$ cat config.mk
export PLATFORM = sky130hd
export DESIGN_NAME = fsr_status_one
export DESIGN_NICKNAME = d
export VERILOG_FILES = /design/src/design/fsr_pkg.sv /design/src/design/fsr_status_one.sv
export SDC_FILE = /design/constraint.sdc
export NUM_CORES = 1
export LEC_CHECK = 0
export BUFFER_PORTS_ARGS = -buffer_cell sky130_fd_sc_hd__buf_4
export CORE_ASPECT_RATIO = 1.5
export CORE_MARGIN = 5
export CORE_UTILIZATION = 30
export CTS_BUF_LIST = sky130_fd_sc_hd__clkbuf_8
export CTS_CLUSTER_SIZE = 25
export DETAILED_ROUTE_END_ITERATION = 8
export MAX_ROUTING_LAYER = met4
export PLACE_DENSITY = 0.55
export SLEW_MARGIN = 5
export SYNTH_ARGS = -nofsm -noshare
export SYNTH_HDL_FRONTEND = slang
export SYNTH_SLANG_ARGS = --single-unit
$ cat constraint.sdc
create_clock -name clk_in -period 2.58 [get_ports clk_in]
set_input_delay 0.516 -clock clk_in [delete_from_list [all_inputs] [get_ports clk_in]]
set_output_delay 0.516 -clock clk_in [all_outputs]
set_load 0.02 [all_outputs]
$ cat src/design/fsr_pkg.sv
// Package of constants for the flash status register one block
package fsr_pkg;
    localparam int ADDR_W = 4;
    localparam int DATA_W = 8;
    // Register offsets
    localparam logic [3:0] OFF_STATUS_V = 4'h0;
    localparam logic [3:0] OFF_STATUS_N = 4'h1;
    localparam logic [3:0] OFF_CMD = 4'h2;
    localparam logic [3:0] OFF_IRQ_STATUS = 4'h3;
    localparam logic [3:0] OFF_IRQ_ENABLE = 4'h4;
    localparam logic [3:0] OFF_IRQ_CLEAR = 4'h5;
    // Status one field positions
    localparam int BIT_BUSY = 0;
    localparam int BIT_PERMIT = 1;
    localparam int BIT_ERASE_FAIL = 5;
    localparam int BIT_PROG_FAIL = 6;
    // Command codes written to the command register
    localparam logic [7:0] CMD_CLEAR_FLAGS = 8'h30;
    localparam logic [7:0] CMD_PERMIT = 8'h06;
    localparam logic [7:0] CMD_PERMIT_VOLATILE = 8'h50;
    localparam logic [7:0] CMD_FORBID = 8'h04;
    localparam logic [7:0] CMD_SOFT_RESET = 8'h99;
    // Interrupt status bits
    localparam int IRQ_DONE = 0;
    localparam int IRQ_PROG_FAIL = 1;
    localparam int IRQ_ERASE_FAIL = 2;
    localparam int IRQ_REFUSED = 3;
    localparam int IRQ_W = 4;
    // Reset values
    localparam logic [7:0] STATUS_N_RESET = 8'h00;
    localparam logic [7:0] ZERO8 = 8'h00;
    localparam logic [3:0] ZERO4 = 4'h0;
    // Operation kinds
    typedef enum logic [1:0] {
        FSR_OP_PROGRAM,
        FSR_OP_ERASE,
        FSR_OP_REGWRITE
    } fsr_op_t;
endpackage

$ cat src/design/fsr_status_one.sv
// Status register one of a serial flash in single-lane mode
// Function
// - A failed program operation sets the program failure flag, a good one leaves it clear.
// - A program attempt into a protected region sets the program failure flag.
// - Both failure flags clear only by the clear-flags command or a hardware or software reset.
// - A failed erase operation sets the erase failure flag, a good one leaves it clear.
// - An erase attempt into a protected sector sets the erase failure flag.
// - While a failure flag is set busy stays one and new operations are refused.
// - Failure flags change only while busy is set for the embedded operation; the code also sets them on a protected attempt while busy is zero.
// - Program, erase or register write runs only while the write permit flag is one.
// - Both permit-writes commands set the write permit flag.
// - The forbid-writes command clears the write permit flag.
// - A successful program, erase or register write clears the write permit flag; the code keeps it set when a permit-writes command comes in the same cycle.
// - Power-up and hardware or software reset clear the write permit flag.
// - Busy reads one during an embedded operation and zero in standby.
// - Reserved bits seven and four to two read as zero.
//
// Added by the designer: the placing of the registers and the strobed register port.
`timescale 1ns/1ps
module fsr_status_one
    import fsr_pkg::*;
(
    input wire logic clk_in,
    input wire logic rst_in,
    input wire logic clk_en_in,
    input wire logic [fsr_pkg::ADDR_W-1:0] addr_in,
    input wire logic [fsr_pkg::DATA_W-1:0] wdata_in,
    input wire logic wr_in,
    input wire logic rd_in,
    input wire logic op_req_in,
    input wire fsr_pkg::fsr_op_t op_kind_in,
    input wire logic op_protected_in,
    input wire logic op_done_in,
    input wire logic op_fail_in,
    output logic [fsr_pkg::DATA_W-1:0] rdata_out,
    output logic op_start_out,
    output logic busy_out,
    output logic irq_out
);
    import fsr_pkg::*;

    logic program_fail_flag_ff;
    logic erase_fail_flag_ff;
    logic write_permit_flag_ff;
    logic op_run_ff;
    fsr_op_t op_kind_ff;
    logic [IRQ_W-1:0] irq_status_ff;
    logic [IRQ_W-1:0] irq_enable_ff;
    logic [DATA_W-1:0] rdata_ff;
    logic op_start_ff;
    logic busy_ff;
    logic irq_ff;

    logic cmd_wr;
    logic clear_cmd;
    logic soft_reset;
    logic any_fail;
    logic accept;
    logic refuse;
    logic fail_prog;
    logic fail_erase;
    logic done_ok;
    logic [IRQ_W-1:0] irq_set;
    logic [DATA_W-1:0] status_v;
    logic [DATA_W-1:0] rd_value;

    logic permit_cmd;
    logic forbid_cmd;
    logic clear_flags;
    logic irq_clear_wr;
    logic irq_enable_wr;

    logic start_op;
    logic prot_hit;
    logic end_fail;
    logic busy_run;
    logic busy_halt;

    // Pure compares; strobe qualification stays outside so every input is seen
    function automatic logic is_cmd(input logic [DATA_W-1:0] code, input logic [DATA_W-1:0] c);
        return code == c;
    endfunction

    function automatic logic hit(input logic [ADDR_W-1:0] addr, input logic [ADDR_W-1:0] off);
        return addr == off;
    endfunction

    function automatic logic [DATA_W-1:0] pad_irq(input logic [IRQ_W-1:0] bits);
        return {ZERO4, bits};
    endfunction

    // Command register decode
    assign cmd_wr = wr_in && hit(addr_in, OFF_CMD);
    assign clear_cmd = cmd_wr && is_cmd(wdata_in, CMD_CLEAR_FLAGS);
    assign soft_reset = cmd_wr && is_cmd(wdata_in, CMD_SOFT_RESET);
    assign permit_cmd = cmd_wr
        && (is_cmd(wdata_in, CMD_PERMIT) || is_cmd(wdata_in, CMD_PERMIT_VOLATILE));
    assign forbid_cmd = cmd_wr && is_cmd(wdata_in, CMD_FORBID);
    assign clear_flags = clear_cmd || soft_reset;

    // Interrupt register decode
    assign irq_clear_wr = wr_in && hit(addr_in, OFF_IRQ_CLEAR);
    assign irq_enable_wr = wr_in && hit(addr_in, OFF_IRQ_ENABLE);

    // Refused while busy or halted on a failure
    assign any_fail = program_fail_flag_ff || erase_fail_flag_ff;
    assign accept = op_req_in && !op_run_ff && !any_fail && write_permit_flag_ff;
    assign refuse = op_req_in && !accept;
    // Protection hits are judged at request time, permit still required
    assign start_op = accept && !op_protected_in;
    assign prot_hit = accept && op_protected_in;
    // Only an engine end inside a running operation, or a protection hit, may raise a flag
    assign end_fail = op_run_ff && op_done_in && op_fail_in;
    assign fail_prog = (prot_hit && op_kind_in == FSR_OP_PROGRAM)
        || (end_fail && op_kind_ff == FSR_OP_PROGRAM);
    assign fail_erase = (prot_hit && op_kind_in == FSR_OP_ERASE)
        || (end_fail && op_kind_ff == FSR_OP_ERASE);
    // Register write failures raise neither flag
    assign done_ok = op_run_ff && op_done_in && !op_fail_in;

    // Running until the engine ends; a soft reset abandons the operation
    assign busy_run = (op_run_ff && !op_done_in && !soft_reset) || start_op;
    // Halted on a failure until cleared; a fresh failure keeps it halted
    assign busy_halt = (any_fail && !clear_flags) || fail_prog || fail_erase;

    // Program failure flag; a new failure beats a clear in the same cycle
    always_ff @(posedge clk_in) begin
        if (rst_in) begin
            program_fail_flag_ff <= 1'b0;
        end else if (clk_en_in) begin
            if (fail_prog) begin
                program_fail_flag_ff <= 1'b1;
            end else if (clear_flags) begin
                program_fail_flag_ff <= 1'b0;
            end
        end
    end

    // Erase failure flag; same priority as the program flag
    always_ff @(posedge clk_in) begin
        if (rst_in) begin
            erase_fail_flag_ff <= 1'b0;
        end else if (clk_en_in) begin
            if (fail_erase) begin
                erase_fail_flag_ff <= 1'b1;
            end else if (clear_flags) begin
                erase_fail_flag_ff <= 1'b0;
            end
        end
    end

    // Write permit flag
    always_ff @(posedge clk_in) begin
        if (rst_in) begin
            write_permit_flag_ff <= 1'b0;
        end else if (clk_en_in) begin
            if (soft_reset) begin
                write_permit_flag_ff <= 1'b0;
            end else if (permit_cmd) begin
                write_permit_flag_ff <= 1'b1;
            end else if (forbid_cmd) begin
                write_permit_flag_ff <= 1'b0;
            end else if (done_ok) begin
                write_permit_flag_ff <= 1'b0;
            end
        end
    end

    // Engine start pulse; protected attempts never start the engine
    always_ff @(posedge clk_in) begin
        if (rst_in) begin
            op_start_ff <= 1'b0;
        end else if (clk_en_in) begin
            op_start_ff <= start_op;
        end
    end

    // Running operation
    always_ff @(posedge clk_in) begin
        if (rst_in) begin
            op_run_ff <= 1'b0;
        end else if (clk_en_in) begin
            if (start_op) begin
                op_run_ff <= 1'b1;
            end else if (op_done_in || soft_reset) begin
                op_run_ff <= 1'b0;
            end
        end
    end

    // Kind of the running operation, kept to route its failure
    always_ff @(posedge clk_in) begin
        if (rst_in) begin
            op_kind_ff <= FSR_OP_PROGRAM;
        end else if (clk_en_in) begin
            if (start_op) begin
                op_kind_ff <= op_kind_in;
            end
        end
    end

    // Busy covers running and failure-halted states; a request without the write permit flag is refused and does not raise busy
    always_ff @(posedge clk_in) begin
        if (rst_in) begin
            busy_ff <= 1'b0;
        end else if (clk_en_in) begin
            busy_ff <= busy_run || busy_halt;
        end
    end

    always_comb begin
        status_v = ZERO8;
        status_v[BIT_PROG_FAIL] = program_fail_flag_ff;
        status_v[BIT_ERASE_FAIL] = erase_fail_flag_ff;
        status_v[BIT_PERMIT] = write_permit_flag_ff;
        status_v[BIT_BUSY] = busy_ff;
    end

    // Read decode; unmapped and write-only offsets read as zero
    always_comb begin
        rd_value = ZERO8;
        if (hit(addr_in, OFF_STATUS_V)) begin
            rd_value = status_v;
        end else if (hit(addr_in, OFF_STATUS_N)) begin
            rd_value = STATUS_N_RESET;
        end else if (hit(addr_in, OFF_IRQ_STATUS)) begin
            rd_value = pad_irq(irq_status_ff);
        end else if (hit(addr_in, OFF_IRQ_ENABLE)) begin
            rd_value = pad_irq(irq_enable_ff);
        end
    end

    // Reads are always served, busy or not; data stands one cycle only
    always_ff @(posedge clk_in) begin
        if (rst_in) begin
            rdata_ff <= ZERO8;
        end else if (clk_en_in) begin
            if (rd_in) begin
                rdata_ff <= rd_value;
            end else begin
                rdata_ff <= ZERO8;
            end
        end
    end

    always_comb begin
        irq_set = ZERO4;
        irq_set[IRQ_DONE] = done_ok;
        irq_set[IRQ_PROG_FAIL] = fail_prog;
        irq_set[IRQ_ERASE_FAIL] = fail_erase;
        irq_set[IRQ_REFUSED] = refuse;
    end

    // Sticky events; a new event wins over a clear in the same cycle
    always_ff @(posedge clk_in) begin
        if (rst_in) begin
            irq_status_ff <= ZERO4;
        end else if (clk_en_in) begin
            if (irq_clear_wr) begin
                irq_status_ff <= (irq_status_ff & ~wdata_in[IRQ_W-1:0]) | irq_set;
            end else begin
                irq_status_ff <= irq_status_ff | irq_set;
            end
        end
    end

    // Interrupt enable mask, same layout as the status
    always_ff @(posedge clk_in) begin
        if (rst_in) begin
            irq_enable_ff <= ZERO4;
        end else if (clk_en_in) begin
            if (irq_enable_wr) begin
                irq_enable_ff <= wdata_in[IRQ_W-1:0];
            end
        end
    end

    // Level output, one cycle behind status and mask to keep it a flop
    always_ff @(posedge clk_in) begin
        if (rst_in) begin
            irq_ff <= 1'b0;
        end else if (clk_en_in) begin
            irq_ff <= |(irq_status_ff & irq_enable_ff);
        end
    end

    assign rdata_out = rdata_ff;
    assign op_start_out = op_start_ff;
    assign busy_out = busy_ff;
    assign irq_out = irq_ff;
endmodule

==> metrics.cfg, run 1 <==
[place]
finalWeightedCongestion = 0.814
numPortBuffers = 31
detailed_place.area_sq_mm = 0.00145
dpl.hpwl_um = 2550

[clock_tree]
cts_tree = done
clkTransAtPathRegs_ns = 0.08
clock_tree.htree_level_count = 1
clockBufferDepth = 2
clkSinkCount = 23
insertion_delay_ns = 0.27
postCtsResizedCells = 0
cts_root_buf = clkbuf_8
cts_post_setup_buffers_inserted = 0
cts_hold_bufs = 0
cts_buffers = 3

[synthesis]
synth-edff-count = 0
synth_async_sr_flop_share_pct = 0
synthAdderAreaFrac_pct = 0
post_synthesis_compound_gate_area_fraction_pct = 21.3
synth-xor-area-share_pct = 0
ys_warn_count = 0
synthesis.instances = 134
avgSynthCellArea_sq_um = 8.87
yosys.area_share.simple_pct = 28.6
postSynthRegisterBits = 23
synth_top_family_by_area = simple AND/OR/NAND/NOR gates
synth.lib_cells_used.distinct = 39
synth.area.mux_share_pct = 6.00
synth.yosys.seq_area_share_pct = 38.7
mappedNetlistArea_sq_mm = 0.00119
primary_flip_flop_cell_chosen_by_synthesis_mapping = dfxtp_1

[job]
timing.max_cap.violations = 0

[worst_setup_path]
crit_path_max_fanout = 17
crit_slowest_cell = nor4b_1
critPathArrivalTime_ns = 1.72
timing.critical_path.cells = buf_4, and3b_1, nor4b_1, a22oi_1, nor2_1
crit_family = simple AND/OR/NAND/NOR gates
setup.worst_path.start_class = input port
cp.required_ns = 2.78
cpPeakStageDelay_ns = 0.49
setup.worst_path.class = input port to flop
end_kind = flop
timing.critical_path.buf_inv = 1

[floorplan]
floorplan.initialDensity_pct = 30.6
num_rows = 28
die_height_um = 87.1
full_die_area_sq_mm = 0.00535
die_width_um = 61.4
core_region_area_sq_mm = 0.00389
top_level_ports = 34

[global_routing]
grt_start_max_net_pins = 25
grt_pass1_wl_um = 5070
overflow_left_after_global_routing = 0
globalRouteTotalUtil_pct = 12.9
via_count_of_the_first_global_routing_pass = 1137
grt_antenna_before_repair = 0

[power]
power.switching_w = 0.000173
cell_internal_pwr_w = 0.000506
irDropWorstVdd_mv = 0.247
part_of_the_total_power_dissipated_in_the_clock_network_pct = 34.1
power.sequential.fraction_pct = 53.1
switching_share_pct = 25.4
pwr_density_cell_mw_per_mm2 = 455
static-leakage-power_nw = 0.620
fin_total_pwr_w = 0.000679
comb_power_share_pct = 12.8

[sta]
final.setup_skew_ns = 0.00632
final.period_utilization_pct = 58.6
min_period_ns = 1.51
tightestPinTransition_ns = 0.554
grt_setup_unrepaired = no
timing.final.max_slew_violations = 0
fin_setup_tns_ns = 0
hold_viol_final = 0
timing.final.setup_violations = 0
timing.slew.headroom_pct = 62.5
timing.fmax_mhz = 661

[layout]
area.growth.synth_to_final_pct = 25.7
num-nets-final = 188
antenna-diode-count = 0
leading_cell_type_in_the_layout_fill_and_taps_excluded = buf_4
drive_above_1_share_pct = 25.6
finalInstanceArea_sq_mm = 0.00149
fillerInstances = 411
mostFrequentLayoutCells = buf_4 (31), dfxtp_1 (23), nor2_1 (15)

[run_status]
status = completed

[detailed_routing]
drt-vias-per-instance = 5.45
wire_per_inst_um = 15.3
drt_pass1_iterations = 4
drt_iter0_markers = 37
detail_route.wirelength_um = 3200
vias = 1139
drt_drc_violations_left = 0
route.antenna.remaining_nets = 0

[min_path]
hold_class = flop to flop

[path summary, 6_finish.rpt]
path / endpoint / slack (ns) / from / depth (start not counted)
max: rdata_out[5] / 1.07 / clk_en_in / 5
min: op_start_out / 0.47 / op_start_out / 2
max reg2reg: op_kind_ff[1] / 1.17 / write_permit_flag_ff / 4
min reg2reg: op_start_out / 0.47 / op_start_out / 2
[synth_stat cells (2+ instances only)]
master,number,area [sq um]
inv_1,6,22.5
or2_2,2,12.5
nor4b_1,2,17.5
a22o_1,4,35.0
buf_4,3,22.5
nor2_1,15,56.3
nor2b_1,3,18.8
a22oi_1,7,52.6
clkbuf_1,3,11.3
nand2_1,8,30.0
nor3b_1,2,15.0
nand4b_1,2,17.5
a31oi_1,6,37.5
nor3_1,2,10.0
mux2i_1,6,60.1
o21ai_0,4,20.0
nand3b_1,4,30.0
a21oi_1,7,35.0
and3_1,2,12.5
dfxtp_1,23,460
a311oi_1,2,17.5
nand3_1,2,10.0
o2bb2ai_1,3,26.3
[stage by stage]
stage | std cells | hold slack, ns | util [%] | setup WS (ns)
2_1_floorplan | 135 | 0.454 | - | 1.10
3_3_place_gp | 205 | 0.456 | 37.2 | 0.819
3_5_place_dp | 205 | 0.462 | 37.2 | 0.786
4_1_cts | 209 | 0.475 | 38.4 | 1.06
5_1_grt | 209 | 0.488 | 38.4 | 0.871
6_report | 209 | 0.471 | 38.4 | 1.07
[tightest hold or removal path, delay by kind of cell, from the launching register on]
| family | cells | cell delay, ns |
|---|---|---|
| DFF | 1 | 0.32 |
| and+or+nand+nor | 1 | 0.06 |
| AOI/OAI and AO/OA | 1 | 0.06 |
[sequential cells by signal, summed over array words and instances (netlist names)]
signal	count
irq_status_ff	4
erase_fail_flag_ff	1
write_permit_flag_ff	1
busy_out	1
rdata_out	6
op_run_ff	1
program_fail_flag_ff	1
irq_out	1
op_start_out	1
op_kind_ff	2
irq_enable_ff	4
[cells by family after synthesis]
| group | Yosys count |
|---|---|
| AND/OR/NAND/NOR | 54 |
| AO/OA/AOI/OAI | 36 |
| flip-flops | 23 |
| buffers and inverters | 13 |
| multiplexers | 7 |
| other | 1 |
[layer usage]
metal	vias up	GRT usage, %	part of all wire (%)
li1	560	-	-
met1	532	14.9	41
met2	41	21.9	51
met3	6	1.93	6.0
met4	0	5.02	2.0
met5	-	-	0
[cell type report]
type / count / area [sq um] / area share (%)
clock buffer: 3 / 41.3 / 2.76
sequential: 23 / 460 / 30.8
inverter: 7 / 26.3 / 1.76
clock inverter: 1 / 5.00 / 0.335
timing repair buffer: 31 / 233 / 15.6
multi-input combinational: 99 / 672 / 45.0
tap: 45 / 56.3 / 3.77
[power groups by stage]
| stage | combinational [W] | sequential, W | clock (W) |
|---|---|---|---|
| floorplan | 0.0000394 | 0.000370 | 0 |
| global placement | 0.0000860 | 0.000369 | 0 |
| detailed placement | 0.0000869 | 0.000369 | 0 |
| CTS | 0.0000870 | 0.000361 | 0.000235 |
| global route | 0.0000952 | 0.000361 | 0.000252 |
| finish | 0.0000873 | 0.000361 | 0.000231 |
Note: power is estimated with default switching activity, not from simulation.
==> inputs of run 2 (changes only) <==
- PLACE_DENSITY: 0.55 -> 0.57
- clock period: 2.58 -> 1.25 ns (I/O delays scaled with it)
==> run 2 against run 1 <==
Compared with the run above: the run now ends with setup timing left; clock power rose by 92%; final area up 16%; global-route usage is 0.26 points higher; die area is the same; worst hold slack got worse by 0.21 ns; utilization is 6.0 points higher; total power increased by 110%.
==> metrics.cfg, run 2 (synthesized netlist as in run 1, its figures left out) <==
[global_routing]
via_count_of_the_first_global_routing_pass = 1205
globalRouteTotalUtil_pct = 13.2
grt_pass1_wl_um = 5240
grt_start_max_net_pins = 25
overflow_left_after_global_routing = 0
grt_antenna_before_repair = 0

[place]
detailed_place.area_sq_mm = 0.00163
dpl.hpwl_um = 2720
dp.cells = 229
numPortBuffers = 31
finalWeightedCongestion = 0.826

[floorplan]
full_die_area_sq_mm = 0.00535
die_width_um = 61.4
core_region_area_sq_mm = 0.00389
die_height_um = 87.1
floorplan.initialDensity_pct = 30.6
num_rows = 28
top_level_ports = 34

[worst_setup_path]
crit_path_max_fanout = 4
crit_slowest_cell = dfxtp_2
cpPeakStageDelay_ns = 0.34
setup.worst_path.class = flop to flop
timing.critical_path.cells = nor4b_4, nand4b_1, mux2i_1, nor2_1
setup_slack_of_the_most_critical_reg_to_reg_path_ns = -0.08
setup.worst_path.start_class = flop
r2r.worst_path.cells = 4
critPathArrivalTime_ns = 1.47
critical_path.reg2reg.startpoint = op_run_ff
reg2reg_to = op_kind_ff[1]
cp.required_ns = 1.40
end_kind = flop

[clock_tree]
clockBufferDepth = 2
clkTransAtPathRegs_ns = 0.08
insertion_delay_ns = 0.26
cts_root_buf = clkbuf_8
cts_buffers = 3
cts_hold_bufs = 0
clock_tree.htree_level_count = 1
cts_tree = done
clkSinkCount = 23

[layout]
finalInstanceArea_sq_mm = 0.00173
leading_cell_type_in_the_layout_fill_and_taps_excluded = buf_4
layoutNonFillerInstCount = 233
num-nets-final = 212
largest_register_ffs = 6
fillerInstances = 395
area.growth.synth_to_final_pct = 45.4
antenna-diode-count = 0
mostFrequentLayoutCells = buf_4 (55), dfxtp_1 (21), nor2_1 (15)
drive_above_1_share_pct = 38.3

[detailed_routing]
drt-vias-per-instance = 5.13
drt_iter0_markers = 28
route.antenna.remaining_nets = 0
detail_route.wirelength_um = 3340
vias = 1195
drt_pass1_iterations = 4
wire_per_inst_um = 14.3
drt_drc_violations_left = 0

[run_status]
status = finished, violations left
violations = setup timing

[min_path]
min_from = op_kind_in[1]
holdPathEnd = op_kind_ff[1]
hold_class = input port to flop
worst_hold_path.num_cells = 3

[sta]
grt_setup_unrepaired = yes
hold_viol_final = 0
timing.final.setup_violations = 6
final.setup_skew_ns = 0.00382
fin_setup_tns_ns = -0.386
timing.final.max_slew_violations = 0
min_period_ns = 1.33
timing.fmax_mhz = 754
final.period_utilization_pct = 106
min_setup_slack_post_route_ns = -0.0756

[power]
power.sequential.fraction_pct = 52.6
switching_share_pct = 24.0
pwr_density_cell_mw_per_mm2 = 819
irDropWorstVdd_mv = 0.374
power.switching_w = 0.000340
part_of_the_total_power_dissipated_in_the_clock_network_pct = 31.3
static-leakage-power_nw = 0.750
comb_power_share_pct = 16.1
cell_internal_pwr_w = 0.00108

[job]
timing.max_cap.violations = 0

## run 2: cell types whose count changed in the layout (fill, tap and decap cells not counted), moves of 2 or more
cell / before / now
buf_4: 31 / 55
a31oi_1: 6 / 4
a31oi_4: 0 / 2
dfxtp_1: 23 / 21
dfxtp_2: 0 / 2
## run 2: power groups by stage
stage,combinational [W],clock [W],sequential [W]
5_1_grt,0.000245,0.000482,0.000745
6_report,0.000228,0.000443,0.000744
3_5_place_dp,0.000223,0,0.000762
2_1_floorplan,0.0000814,0,0.000765
4_1_cts,0.000225,0.000450,0.000744
3_3_place_gp,0.000217,0,0.000761
## run 2: routing by layer
metal | track usage (%) | share of wire (%) | wire, um
met4 | 4.63 | 1.5 | 49
met3 | 2.52 | 4.4 | 146
met1 | 14.9 | 41 | 1360
met5 | - | 0 | 0
met2 | 22.5 | 53 | 1780
## run 2: timing repair
action,4_1_cts,5_1_grt
setup endpoints to repair,9,10
pin swaps,3,7
buffers inserted,0,0
gates resized for setup,4,6
## run 2: how the worst max path moves through the flow
stage                          from              endpoint  slack (ns)  cells after the start
4_1_cts                   op_run_ff         op_kind_ff[1]       -0.09                      4
3_5_place_dp             addr_in[0]  write_permit_flag_ff       -0.15                      5
3_3_place_gp             addr_in[0]  write_permit_flag_ff       -0.15                      5
5_1_grt                   op_run_ff         op_kind_ff[1]       -0.18                      4
6_report                  op_run_ff         op_kind_ff[1]       -0.08                      4
2_1_floorplan  program_fail_flag_ff         op_kind_ff[0]       0.007                      4
## run 2: per-stage QoR
step / utilization, % / total power, W / setup slack [ns] / hold slack, ns
2_1_floorplan: - / 0.000846 / 0.00720 / 0.322
3_3_place_gp: 41.9 / 0.000978 / -0.154 / 0.461
3_5_place_dp: 41.9 / 0.000985 / -0.155 / 0.460
4_1_cts: 43.6 / 0.00142 / -0.0939 / 0.258
5_1_grt: 44.4 / 0.00147 / -0.180 / 0.271
6_report: 44.4 / 0.00142 / -0.0756 / 0.257
## run 2: cell type report
type                            instances  area, sq um  area share [%]
Sequential cell                        23          463            26.8
Clock inverter                          1         3.75           0.217
Clock buffer                            3         41.3            2.39
Inverter                                7         26.3            1.52
Timing Repair Buffer                   55          413            23.9
Multi-Input combinational cell         99          724            41.9
Tap cell                               45         56.3            3.26
## run 2: worst max-delay path: cells and delay by family, from the launching register on
kind / cells / cell delay [ns]
mux: 1 / 0.23
flops: 1 / 0.34
simple gates: 3 / 0.64
